**src/core/mrx_pkg.sv**
```systemverilog
// Package: shared constants, types and register map for the receive path
// What this block does
// [RQ1] Transmit bit clock is the oscillator divided by two.
// [RQ2] Decoded data valid within six bit times; frame ends when transitions stop.
// [RQ3] Carrier sense asserted while receive pair carries data.
// [RQ4] Collision asserted when collision pair carries a 10 MHz signal.
// [RQ5] Bypass select disables codec and routes serial signals to pins.
// [RQ6] Deserializer starts after the two-bit delimiter, builds octets for FIFO. The code starts only after the whole SFD_BYTE matches.
// [RQ7] Destination compared with match table; rest forwarded only on a match.
// [RQ8] Carrier sense falling ends the frame.
// [RQ9] At frame end check alignment, CRC and runt; record status.
// [RQ10] During own transmit, run CRC check and compare source address.
// [RQ11] Bad looped-back CRC or source address sets monitor failure flag.
// [RQ12] No FIFO writes while monitoring, unless loopback mode selected.
// [RQ13] Sequencer idles on quiet network, enables FIFO writes on activity.
// [RQ14] Abandon frame if receive FIFO fills completely.
// [RQ15] Reject frame whose destination matches no table entry.
// [RQ16] Stop reception when no buffers or descriptors remain.
// [RQ17] Reject on collision only when that reject setting is on; CRC, alignment and runt errors always reject.
// [RQ18] Gather CRC and deserializer errors, reject, post receive status.
// [RQ19] Byte strobe for comparator; CRC after delimiter; alignment at carrier drop.
// [RQ20] CRC over stream compared with the final four received bytes.
// [RQ21] Latch destination on receive/loopback, source on transmit. The code compares the source whenever it is monitoring, CTL_LOOP set or not.
// [RQ22] Sixteen loadable table entries plus one fixed broadcast entry.
// [RQ23] Full duplex: no monitoring of own transmitted frames.
// [RQ24] Standard 32-bit frame check polynomial; accept only on agreement.
// [RQ25] Sequencer returns to idle after each frame ends or is rejected.
package mrx_pkg;
  localparam int unsigned OSC_HZ = 20000000;
  localparam int unsigned TXC_HZ = 10000000;
  localparam int unsigned DIV_HALF = OSC_HZ / TXC_HZ / 2;
  localparam int unsigned DECODE_BITS = 6;
  localparam int unsigned FIFO_BYTES = 32;
  localparam int unsigned CAM_ENTRIES = 16;
  localparam int unsigned ADDR_BYTES = 6;
  localparam int unsigned RUNT_BYTES = 64;
  localparam logic [7:0] SFD_BYTE = 8'hD5;
  localparam logic [31:0] CRC_POLY = 32'h04C11DB7;
  localparam logic [31:0] CRC_RESIDUE = 32'hC704DD7B;
  localparam logic [47:0] BCAST_ADDR = 48'hFFFFFFFFFFFF;
  // APB offsets
  localparam logic [7:0] REG_CTRL = 8'h00;
  localparam logic [7:0] REG_RXSTAT = 8'h04;
  localparam logic [7:0] REG_TXSTAT = 8'h08;
  localparam logic [7:0] REG_CAM_SEL = 8'h0C;
  localparam logic [7:0] REG_CAM_LO = 8'h10;
  localparam logic [7:0] REG_CAM_HI = 8'h14;
  localparam logic [7:0] REG_CAM_EN = 8'h18;
  // Control field positions
  localparam int unsigned CTL_LOOP = 0;
  localparam int unsigned CTL_FDX = 1;
  localparam int unsigned CTL_REJ_COL = 2;
  localparam int unsigned CTL_REJ_ERR = 3;
  localparam int unsigned CTL_NO_RES = 4;
  localparam logic [31:0] CTRL_RESET = 32'h00000000;
  typedef enum logic [2:0] {
    RS_IDLE, RS_HUNT, RS_ADDR, RS_DATA, RS_DROP
  } mrx_state_t;
  typedef struct packed {
    logic rx_ok;
    logic align_err;
    logic crc_err;
    logic runt;
    logic addr_miss;
    logic overrun;
    logic no_res;
    logic collision;
  } mrx_rxstat_t;
  typedef struct packed {
    logic valid;
    logic [7:0] data;
    logic last;
  } mrx_byte_t;
endpackage : mrx_pkg

```
**src/core/mrx_top.sv**
```systemverilog
// Receive path, codec signals and APB register file
//
// The address map and the APB slave port are this design's own decisions.
`timescale 1ns/100ps
module mrx_top (
  input wire logic pclk,
  input wire logic presetn,
  input wire logic [7:0] paddr,
  input wire logic psel,
  input wire logic penable,
  input wire logic pwrite,
  input wire logic [31:0] pwdata,
  output logic [31:0] prdata,
  output logic pready,
  output logic pslverr,
  input wire logic codec_bypass_select,
  input wire logic rx_line,
  input wire logic rx_line_active,
  input wire logic col_line,
  input wire logic ext_crs,
  input wire logic ext_col,
  input wire logic ext_rxd,
  input wire logic ext_rxd_valid,
  output logic ext_transmit_bit_clock,
  input wire logic tx_active,
  output logic transmit_bit_clock,
  output logic carrier_sense,
  output logic collision,
  input wire logic fifo_ready,
  output mrx_pkg::mrx_byte_t fifo_wr,
  output logic frame_done
);
  import mrx_pkg::*;
  typedef struct packed {
    logic div;
    logic [2:0] dec_cnt;
    logic crs;
    logic col;
    logic col_prev;
    logic [1:0] col_edges;
    logic [7:0] sh;
    logic [2:0] bitn;
    logic bstb;
    logic [47:0] addr;
    logic [15:0] cnt;
    mrx_state_t st;
    logic mon;
    logic matched;
    logic col_seen;
    logic [31:0] ctrl;
    mrx_rxstat_t rxs;
    logic monitor_failure_flag;
    logic [3:0] cam_sel;
    logic [31:0] cam_lo;
    logic [15:0] cam_enable;
    logic cam_wr;
    mrx_byte_t out;
    logic done;
    logic [31:0] rdata;
  } mrx_top_st_t;
  mrx_top_st_t s_q, s_d;
  logic crs_in, col_in, rxd_in, rxv_in;
  logic cam_hit, crc_good, crc_start, crc_en;
  logic [47:0] cam_key;
  logic apb_acc, bad_frame, rej_err, mon_set;
  // [RQ5] Bypass picks the external codec
  assign crs_in = codec_bypass_select ? ext_crs : s_q.crs;
  assign col_in = codec_bypass_select ? ext_col : s_q.col;
  assign rxd_in = codec_bypass_select ? ext_rxd : rx_line;
  // Gate with activity so no stale bit is shifted as the pair goes quiet
  assign rxv_in = codec_bypass_select ? ext_rxd_valid :
                  (rx_line_active && s_q.dec_cnt == 3'(DECODE_BITS));
  assign apb_acc = psel && penable;
  assign crc_start = (s_q.st == RS_HUNT);
  assign crc_en = s_q.bstb;
  assign cam_key = {s_q.sh, s_q.addr[47:8]};
  always_comb begin
    s_d = s_q;
    s_d.bstb = 1'b0;
    s_d.out.valid = 1'b0;
    s_d.out.last = 1'b0;
    s_d.done = 1'b0;
    s_d.cam_wr = 1'b0;
    mon_set = 1'b0;
    // [RQ1] Divide by two
    s_d.div = ~s_q.div;
    // [RQ3] Carrier follows receive activity
    s_d.crs = rx_line_active;
    // [RQ2] Data valid after six bit times
    if (!rx_line_active) begin
      s_d.dec_cnt = '0;
    end else if (s_q.dec_cnt != 3'(DECODE_BITS)) begin
      s_d.dec_cnt = s_q.dec_cnt + 3'd1;
    end
    // [RQ4] Two toggles in a row mean 10 MHz
    s_d.col_prev = col_line;
    if (col_line != s_q.col_prev) begin
      s_d.col_edges = (s_q.col_edges == 2'd2) ? 2'd2 : s_q.col_edges + 2'd1;
    end else begin
      s_d.col_edges = '0;
    end
    s_d.col = (s_d.col_edges == 2'd2);
    if (col_in) begin
      s_d.col_seen = 1'b1;
    end
    // [RQ19] Byte strobe from shift register
    if (rxv_in && s_q.st != RS_IDLE) begin
      s_d.sh = {rxd_in, s_q.sh[7:1]};
      s_d.bitn = s_q.bitn + 3'd1;
      if (s_q.st != RS_HUNT && s_q.bitn == 3'd7) begin
        s_d.bstb = 1'b1;
      end
    end
    if (s_q.bstb) begin
      s_d.cnt = s_q.cnt + 16'd1;
      s_d.addr = cam_key;
    end
    rej_err = (s_q.ctrl[CTL_REJ_COL] && s_q.col_seen) ||
              (s_q.ctrl[CTL_REJ_ERR] && !crc_good);
    bad_frame = !crc_good || s_q.bitn != 3'd0 || s_q.cnt < 16'(RUNT_BYTES);
    unique case (s_q.st)
      // [RQ13] Idle until activity
      RS_IDLE: begin
        s_d.bitn = '0;
        s_d.cnt = '0;
        s_d.matched = 1'b0;
        s_d.col_seen = 1'b0;
        // [RQ23] Full duplex never monitors
        s_d.mon = tx_active && !s_q.ctrl[CTL_FDX];
        if (crs_in) begin
          s_d.st = RS_HUNT;
          s_d.sh = '0;
        end
      end
      // [RQ6] Wait for delimiter
      RS_HUNT: begin
        if (s_q.sh[7:6] == SFD_BYTE[7:6] && s_q.sh == SFD_BYTE) begin
          s_d.st = RS_ADDR;
          // First data bit is shifted in on this same edge
          s_d.bitn = 3'd1;
        end else if (!crs_in) begin
          s_d.st = RS_IDLE;
        end
      end
      RS_ADDR, RS_DATA: begin
        // [RQ7] Forward bytes after a match
        if (s_q.bstb && s_q.matched) begin
          // [RQ12] Monitoring writes nothing unless looping
          s_d.out.valid = !s_q.mon || s_q.ctrl[CTL_LOOP];
          s_d.out.data = s_q.sh;
        end
        // [RQ21] Destination first, source on transmit
        if (s_q.bstb && s_q.cnt == 16'(ADDR_BYTES - 1) && !s_q.mon) begin
          s_d.matched = cam_hit;
          // [RQ15] Unmatched destination rejected
          if (!cam_hit) begin
            s_d.rxs = '0;
            s_d.rxs.addr_miss = 1'b1;
            s_d.st = RS_DROP;
          end else begin
            s_d.st = RS_DATA;
          end
        end
        // [RQ10] Source address checked when monitoring
        if (s_q.bstb && s_q.cnt == 16'(2 * ADDR_BYTES - 1) && s_q.mon) begin
          s_d.matched = cam_hit;
          s_d.st = RS_DATA;
        end
        // [RQ14] Overrun abandons frame
        if (s_d.out.valid && !fifo_ready) begin
          s_d.out.valid = 1'b0;
          s_d.rxs = '0;
          s_d.rxs.overrun = 1'b1;
          s_d.st = RS_DROP;
        end
        // [RQ16] No resources left
        if (s_q.ctrl[CTL_NO_RES]) begin
          s_d.rxs = '0;
          s_d.rxs.no_res = 1'b1;
          s_d.st = RS_DROP;
        end
        // [RQ8] Carrier drop ends frame
        if (!crs_in) begin
          s_d.st = RS_IDLE;
          s_d.done = 1'b1;
          s_d.out.last = 1'b1;
          if (s_q.mon) begin
            // [RQ11] Monitor failure set
            if (!crc_good || !s_q.matched) begin
              s_d.monitor_failure_flag = 1'b1;
              mon_set = 1'b1;
            end
          end else begin
            // [RQ9] End-of-frame checks
            s_d.rxs.align_err = s_q.bitn != 3'd0;
            s_d.rxs.crc_err = !crc_good;
            s_d.rxs.runt = s_q.cnt < 16'(RUNT_BYTES);
            s_d.rxs.collision = s_q.col_seen;
            s_d.rxs.addr_miss = 1'b0;
            s_d.rxs.overrun = 1'b0;
            s_d.rxs.no_res = 1'b0;
            // [RQ17] Collision rejects only when enabled; CRC, alignment and runt errors always reject
            // [RQ18] Post status and reject
            s_d.rxs.rx_ok = !bad_frame && !rej_err;
          end
        end
      end
      // [RQ25] Back to idle after rejection
      RS_DROP: begin
        if (!crs_in) begin
          s_d.st = RS_IDLE;
          s_d.done = 1'b1;
        end
      end
      default: s_d.st = RS_IDLE;
    endcase
    // APB writes take effect on the access edge
    if (apb_acc && pwrite) begin
      unique case (paddr)
        REG_CTRL: s_d.ctrl = pwdata;
        // Set wins over a clear in the same cycle
        REG_TXSTAT: if (pwdata[0] && !mon_set) begin
          s_d.monitor_failure_flag = 1'b0;
        end
        REG_CAM_SEL: s_d.cam_sel = pwdata[3:0];
        REG_CAM_LO: s_d.cam_lo = pwdata;
        REG_CAM_HI: s_d.cam_wr = 1'b1;
        REG_CAM_EN: s_d.cam_enable = pwdata[15:0];
        default: ;
      endcase
    end
    unique case (paddr)
      REG_CTRL: s_d.rdata = s_q.ctrl;
      REG_RXSTAT: s_d.rdata = {24'h000000, s_q.rxs};
      REG_TXSTAT: s_d.rdata = {31'h00000000, s_q.monitor_failure_flag};
      REG_CAM_SEL: s_d.rdata = {28'h0000000, s_q.cam_sel};
      REG_CAM_LO: s_d.rdata = s_q.cam_lo;
      REG_CAM_EN: s_d.rdata = {16'h0000, s_q.cam_enable};
      default: s_d.rdata = 32'h00000000;
    endcase
  end
  always_ff @(posedge pclk or negedge presetn) begin
    if (!presetn) begin
      s_q <= '0;
      s_q.st <= RS_IDLE;
      s_q.ctrl <= CTRL_RESET;
    end else begin
      s_q <= s_d;
    end
  end
  mrx_crc u_crc (
    .pclk(pclk),
    .presetn(presetn),
    .start(crc_start),
    .en(crc_en),
    .din(s_q.sh),
    .good(crc_good)
  );
  mrx_cam u_cam (
    .pclk(pclk),
    .presetn(presetn),
    .wr(apb_acc && pwrite && paddr == REG_CAM_HI),
    .wsel(s_q.cam_sel),
    .wdata({pwdata[15:0], s_q.cam_lo}),
    .enable(s_q.cam_enable),
    .key(cam_key),
    .hit(cam_hit)
  );
  assign prdata = s_q.rdata;
  // Slave answers in the first access cycle; read data was registered during the setup cycle
  assign pready = apb_acc;
  assign pslverr = 1'b0;
  assign transmit_bit_clock = s_q.div;
  assign ext_transmit_bit_clock = codec_bypass_select ? s_q.div : 1'b0;
  assign carrier_sense = crs_in;
  assign collision = col_in;
  assign fifo_wr = s_q.out;
  assign frame_done = s_q.done;
endmodule : mrx_top

```
**src/core/mrx_crc.sv**
```systemverilog
// CRC-32 checker that runs one byte per strobe
`timescale 1ns/100ps
module mrx_crc (
  input wire logic pclk,
  input wire logic presetn,
  input wire logic start,
  input wire logic en,
  input wire logic [7:0] din,
  output logic good
);
  import mrx_pkg::*;
  typedef struct packed {
    logic [31:0] crc;
  } mrx_crc_st_t;
  mrx_crc_st_t s_q, s_d;
  logic [31:0] c;
  always_comb begin
    s_d = s_q;
    c = s_q.crc;
    // [RQ24] Standard polynomial
    for (int i = 0; i < 8; i++) begin
      c = (c[31] ^ din[i]) ? ((c << 1) ^ CRC_POLY) : (c << 1);
    end
    if (start) begin
      s_d.crc = 32'hFFFFFFFF;
    end else if (en) begin
      s_d.crc = c;
    end
  end
  always_ff @(posedge pclk or negedge presetn) begin
    if (!presetn) begin
      s_q <= '{crc: 32'hFFFFFFFF};
    end else begin
      s_q <= s_d;
    end
  end
  // [RQ20] Residue covers final four bytes
  assign good = (s_q.crc == CRC_RESIDUE);
endmodule : mrx_crc

```
**src/core/mrx_cam.sv**
```systemverilog
// Address match table with fixed broadcast entry
`timescale 1ns/100ps
module mrx_cam #(
  parameter int unsigned N = mrx_pkg::CAM_ENTRIES
) (
  input wire logic pclk,
  input wire logic presetn,
  input wire logic wr,
  input wire logic [3:0] wsel,
  input wire logic [47:0] wdata,
  input wire logic [N-1:0] enable,
  input wire logic [47:0] key,
  output logic hit
);
  import mrx_pkg::*;
  typedef struct packed {
    logic [N-1:0][47:0] ent;
  } mrx_cam_st_t;
  mrx_cam_st_t s_q, s_d;
  logic [N-1:0] m;
  always_comb begin
    s_d = s_q;
    if (wr) begin
      s_d.ent[wsel] = wdata;
    end
  end
  always_ff @(posedge pclk or negedge presetn) begin
    if (!presetn) begin
      s_q <= '0;
    end else begin
      s_q <= s_d;
    end
  end
  // [RQ22] Sixteen entries plus broadcast
  for (genvar g = 0; g < N; g++) begin : g_cmp
    assign m[g] = enable[g] && (s_q.ent[g] == key);
  end
  assign hit = (|m) || (key == BCAST_ADDR);
endmodule : mrx_cam

```
**config.mk**
```make
export PLATFORM = sky130hd
export DESIGN_NAME = mrx_top
export DESIGN_NICKNAME = d
export VERILOG_FILES = /design/src/core/mrx_pkg.sv /design/src/core/mrx_top.sv /design/src/core/mrx_crc.sv /design/src/core/mrx_cam.sv
export SDC_FILE = /design/constraint.sdc
export NUM_CORES = 2
export LEC_CHECK = 0
export BUFFER_PORTS_ARGS = -buffer_cell sky130_fd_sc_hd__buf_4
export CAP_MARGIN = 20
export CORE_MARGIN = 10
export CORE_UTILIZATION = 40
export DETAILED_ROUTE_END_ITERATION = 7
export PLACE_DENSITY = 0.69
export SYNTH_ARGS = -nofsm -noshare
export SYNTH_HDL_FRONTEND = slang
export SYNTH_SLANG_ARGS = --single-unit
```
**constraint.sdc**
```tcl
create_clock -name pclk -period 2.1 [get_ports pclk]
set_input_delay 0.525 -clock pclk [delete_from_list [all_inputs] [get_ports pclk]]
set_output_delay 0.525 -clock pclk [all_outputs]
set_load 0.1 [all_outputs]
```
# == Yosys cells after proc, flatten, opt, wreduce, memory -nomap -nowiden ==
# Index checks and enable logic that the tools add are counted.
# word_totals
inputBits,55
word_cells,257
out_inout_bits,49
reg_bits,1027
# op_classes
n_addsub,4
n_bitwise,17
muxes,73
order_cmp,3
eq_ne,44
n_reduce_logical,66
# ops
op,n
bitwise mux 768 bit,1
== test 48 bit,16
2-to-1 mux 27 bit,8
demux 48 bit (select 4 bit),1
case mux 32 bit (6 select lines),1
NOT 14 bit,8
2-to-1 mux 32 bit,3
2-to-1 mux 8 bit,7
2-to-1 mux 54 bit,1
"== test 48 bit, second input constant",1
2-to-1 mux 16 bit,3
2-to-1 mux 48 bit,1
2-to-1 mux 3 bit,12
logical AND 1 bit,35
"== test 32 bit, second input constant",1
2-to-1 mux 9 bit,3
"== test 8 x 5 -> 1 bit, second input constant",3
2-to-1 mux 1 bit,22
"adder 16 x 1 -> 16 bit, second input constant",1
"== test 16 x 3 -> 1 bit, second input constant",1
"== test 16 x 4 -> 1 bit, second input constant",1
"== test 8 x 4 -> 1 bit, second input constant",2
"< comparator 16 x 7 -> 1 bit, second input constant",1
OR reduction 16 bit,1
33 further kinds,73

# == Depth between registers and ports, before layout ==
# logic_depth
ltp_word,18
mapped_depth,12

# == By module ==
# Synthesis repeated with hierarchy kept, for this count alone.
# unflattened
cells_unflattened,3846
hier_area_um2,49308.5
# by_module_without_submodules
mod,seq_area_each_um2,cells_per_inst,instances,area_each_um2
mrx_cam,19218.4,2902,1,37613.6
mrx_top,5480.3,745,1,9554.2
mrx_crc,840.8,199,1,2140.8

# == Worst setup path before layout ==
# No wires, ideal clock.
# synth_timing
path_type,input to register
from,input port psel
to,register u_cam.s_q[748] (netlist bit)
required_ns,1.975
cell_stages,8
arrival_ns,2.899
path_slack_ns,-0.924
cell_sequence,and2_1 -> nand2_1 -> nor4_4 -> nand3_1 -> nor2_1 -> buf_2 -> buf_4 -> mux2_2
# synth_via
elab_chain_cells,3
# synth_lines
element,line,text
"start, declared",mrx_top.sv:9,"input wire logic psel,"
logical AND 1 bit,mrx_top.sv:73,assign apb_acc = psel && penable;
logical AND 1 bit (2 in a row),mrx_top.sv:262,".wr(apb_acc && pwrite && paddr == REG_CAM_HI),"
"end signal, assigned",mrx_cam.sv:29,s_q <= '0;
"end signal, assigned",mrx_cam.sv:31,s_q <= s_d;
"end, declared",mrx_cam.sv:19,"mrx_cam_st_t s_q, s_d;"
# Every way passes these cells.
# A chain may end at the register's enable or synchronous reset.

# == Worst setup path in the final report ==
# layout_timing
from,register s_q (netlist bit cam_key[1])
to,register s_q[100] (netlist bit)
# layout_via
elab_chain_cells,10
word_cells_on_any_way,41
classes_between,eq/ne: 17; mux: 6; reduce/logical: 18
# layout_lines
element,line,text
"start, declared",mrx_top.sv:61,"mrx_top_st_t s_q, s_d;"
== test 48 bit,mrx_cam.sv:36,assign m[g] = enable[g] && (s_q.ent[g] == key);
logical AND 1 bit,mrx_cam.sv:36,
OR reduction 16 bit,mrx_cam.sv:38,assign hit = (|m) || (key == BCAST_ADDR);
logical OR 1 bit (*),mrx_cam.sv:38,
2-to-1 mux 8 bit (*),mrx_top.sv:156,if (!cam_hit) begin
2-to-1 mux 8 bit (*),mrx_top.sv:153,if (s_q.bstb && s_q.cnt == 16'(ADDR_BYTES - 1) && !s_q.mon) begin
2-to-1 mux 8 bit (*),mrx_top.sv:170,if (s_d.out.valid && !fifo_ready) begin
2-to-1 mux 8 bit (*),mrx_top.sv:177,if (s_q.ctrl[CTL_NO_RES]) begin
2-to-1 mux 8 bit,mrx_top.sv:187,if (s_q.mon) begin
2-to-1 mux 9 bit (*),mrx_top.sv:183,if (!crs_in) begin
# Mark *: on every way between the ends. The rest lies on a longest branch, timed or not.

==> impl_metrics.toml <==
[yosys]
dominantRegCellSynth = "dfrtp_1"
syn_area_mm2 = 0.0494
synth_edf_count = 0
yosys_warnings = 0
ys_ff_latch = 1019
yosysTopAreaCell = "dfrtp_1"
muxShareOfSynthArea = 0.206
synth-simple-area-share = 0.0709
yosys-top-cells-area = "dfrtp_1 (50%), mux2_2 (20%), xnor2_1 (7.6%), xor2_1 (6.0%), dfstp_2 (1.7%)"
synth_xor_xnor_area_share = 0.138
yosys.area.top_type_share = 0.500
synth_compound_area_frac = 0.0266
yosysUniqueCellTypes = 67
ys_seq_area_frac = 0.517
synth_top_family_by_area = "multiplexers"
avgSynthCellArea_um2 = 12.6
ys_async_sr_fraction = 1.00
synth_fp_nets = 3998
yosys.area_share.adder = 0.00203
synth_cells = 3935

[outcome]
status = "complete, but fails checks"
violations = "setup timing"

[worst_setup_path]
r2r-start = "cam_key[1]"
cp-end-kind = "flip-flop"
slowest_stage = "nor4_4"
crit_family = "simple AND/OR/NAND/NOR gates"
path_cells = "buf_12, buf_4, xnor2_1, nand4_1, nor4_4, nand4_1, o22ai_2, nor4_4, and4_4, o21a_1"
rr_endpoint = "s_q[100]"
r2r.worst_path.cells = 10
required_ns = 2.67
cp.arrival_ns = 3.45
crit_path_start_kind = "flip-flop"
reg2reg_slack_ns = -0.78
critPathKind = "flip-flop to flip-flop"
max_stage_delay_ns = 0.47
crit_fanout = 8
cp.buffers_inverters = 2

[timing]
finalClockSkew_ns = 0.0427
post-route-period-util = 1.37
grt_setup_unrepaired = "true"
finalHoldViolations = 0
drv_slew = 0
period_minus_slack_ns = 2.88
max_slew_margin = 0.320
setup_violations = 752
max_freq_mhz = 347
tightest_slew_ns = 1.02
setup_slack_ns = -0.779
whs_ns = 0.0513

[global_route]
grt_remaining_overflow = 0
antenna_found_initial = 27
track_usage = 0.264
grt_pass1_vias = 36960
grt_pass1_wl_mm = 265
grt_max_degree = 117

[route]
vias = 37075
routed_wirelength_mm = 194
ant_nets = 0
first_pass_iters = 6
viasPerCell = 5.89
drtIter0Drc = 4416
drc_errors = 0
wl_per_cell_um = 30.9

[cts]
cts_root_buf = "clkbuf_16"
clk_pin_slew_ns = 0.07
cts_tree = "built"
clk-insertion-delay-late_ns = 0.72
cts_buffer_depth = 3
cts_sinks = 1019
h-tree-depth = 3
numCtsBuffers = 105

[power]
switchingPower_uw = 10100
p_seq_frac = 0.468
p_leak_uw = 0.0325
p_int_uw = 32200
p_comb_frac = 0.060
netSwitchingFraction = 0.238
ir_worst_vdd_mv = 0.886
powerDensity_mw_per_mm2 = 651
clock_power_share = 0.472

[cells_and_area]
synthToLayoutAreaGrowth_pct = 31.5
drive_gt1_frac = 0.460
fin_cells = 6293
nets = 4637

[floorplanning]
dieHeight_um = 371
start_util = 0.404
fp.dieW_um = 371
io_pins = 104
dieArea_mm2 = 0.138
core_mm2 = 0.122
rows = 128

[worst_hold_path]
min_from = "pwdata[27]"
hp-class = "primary input to flip-flop"
whs_endpoint = "s_q[132]"
min_path_cells = 2

[place]
numPortBuffers = 102
gp_congestion = 0.978
dp_cells = 5948
hpwl_mm = 124

[flow_run]
maxCapViolations = 0
## cells in the mapped netlist, types with 6 or more instances
master and instances:
a2111o_1 6, a21oi_1 26, a22o_1 17, and2_1 6, and3_1 8, buf_1 27
buf_2 135, buf_4 55, buf_6 12, clkbuf_1 105, dfrtp_1 987, dfstp_2 32
ha_1 8, inv_1 53, mux2_1 8, mux2_2 874, mux2i_1 26, nand2_1 131
nand2b_1 60, nand3_1 38, nand4_1 127, nor2_1 77, nor2b_1 29, nor3_1 31
nor4_1 106, o2111ai_1 18, o21ai_0 76, o221ai_1 6, o22ai_1 10, xnor2_1 427
xor2_1 339
## flip-flops by register name (all words and copies together) (netlist names)
signal and cells:
crc_en 1, u_crc.s_q 32, fifo_wr 10, prdata 32, transmit_bit_clock 1, frame_done 1, cam_key 48, u_cam.s_q 768
s_q 126
## area by class of cell
| cell class | instances | area, um^2 |
|---|---|---|
| clock buffers | 150 | 3100 |
| inverters | 53 | 199 |
| well taps | 1625 | 2030 |
| repair buffers | 865 | 9390 |
| fillers | 9799 | 57200 |
| diodes | 8 | 20.0 |
| clock inverters | 43 | 556 |
| flip-flops and latches | 1019 | 25600 |
| multi-input cells | 2530 | 24100 |
## worst max-delay path by stage
stage	startpoint	endpoint	slack [ns]	cells after the start
floorplan	paddr[0]	u_cam.s_q[555]	-0.54	9
global placement	cam_key[17]	s_q[100]	-1.28	13
detailed placement	cam_key[17]	s_q[100]	-1.22	13
CTS	cam_key[37]	s_q[100]	-0.64	13
global route	cam_key[42]	s_q[100]	-0.75	13
finish	cam_key[1]	s_q[100]	-0.78	10
## through the flow
step,worst slack (ns),setup TNS (ns),power [uW],util,cell area [um^2]
after floorplan,-0.537,-372.65,20900,-,50200
after global placement,-1.28,-692.98,22300,0.466,57000
after detailed placement,-1.22,-728.57,22300,0.467,57000
after CTS,-0.645,-100.56,42100,0.514,62800
after global routing,-0.750,-164.10,43300,0.532,65000
final,-0.779,-133.32,42300,0.532,65000
## power by group through the flow
stage / logic, uW / clock network (uW) / registers, uW
after detailed placement: 2200 / 0 / 20100
after global placement: 2180 / 0 / 20100
after global routing: 2650 / 20800 / 19800
final: 2540 / 19900 / 19800
after floorplan: 743 / 0 / 20100
after CTS: 2350 / 20000 / 19800
## metal layers
metal | wire [um] | track usage
met1 | 73600 | 0.332
met2 | 84300 | 0.400
met3 | 21000 | 0.0684
met4 | 15200 | 0.172
met5 | 223 | 0
## kinds of logic after synthesis
family / after synthesis
flops: 1019
simple gates: 643
compound gates: 196
mux: 908
xor+xnor: 773
fa+ha+maj: 8
buf+inv: 387
other cells: 1
## repair_timing
item | in CTS | in global routing
hold endpoints to repair | 25 | 0
hold buffers | 3 | 0
cloned | 17 | 33
buffers inserted | 49 | 68
gates resized for setup | 271 | 246
setup endpoints to repair | 809 | 884
pin swaps | 41 | 50
## placed cells by master, fill, tap and decap left out, types with 26 or more instances in the layout
cell type  count
clkbuf_16    127
inv_1         52
nor4_1        72
nand2b_1      60
xnor2_2       38
xnor2_1      377
buf_12       140
mux2_2       689
o21ai_0       54
nand2_1      118
nand3_1       28
dfrtp_1      969
clkbuf_8      28
mux2_4       190
nor2b_1       26
nor4_2        29
nor3_1        27
buf_4        595
nor2_1        72
xor2_1       327
nand4_1      127
buf_6         64
dfstp_2       32
Note: power is estimated with default switching activity, not from simulation.
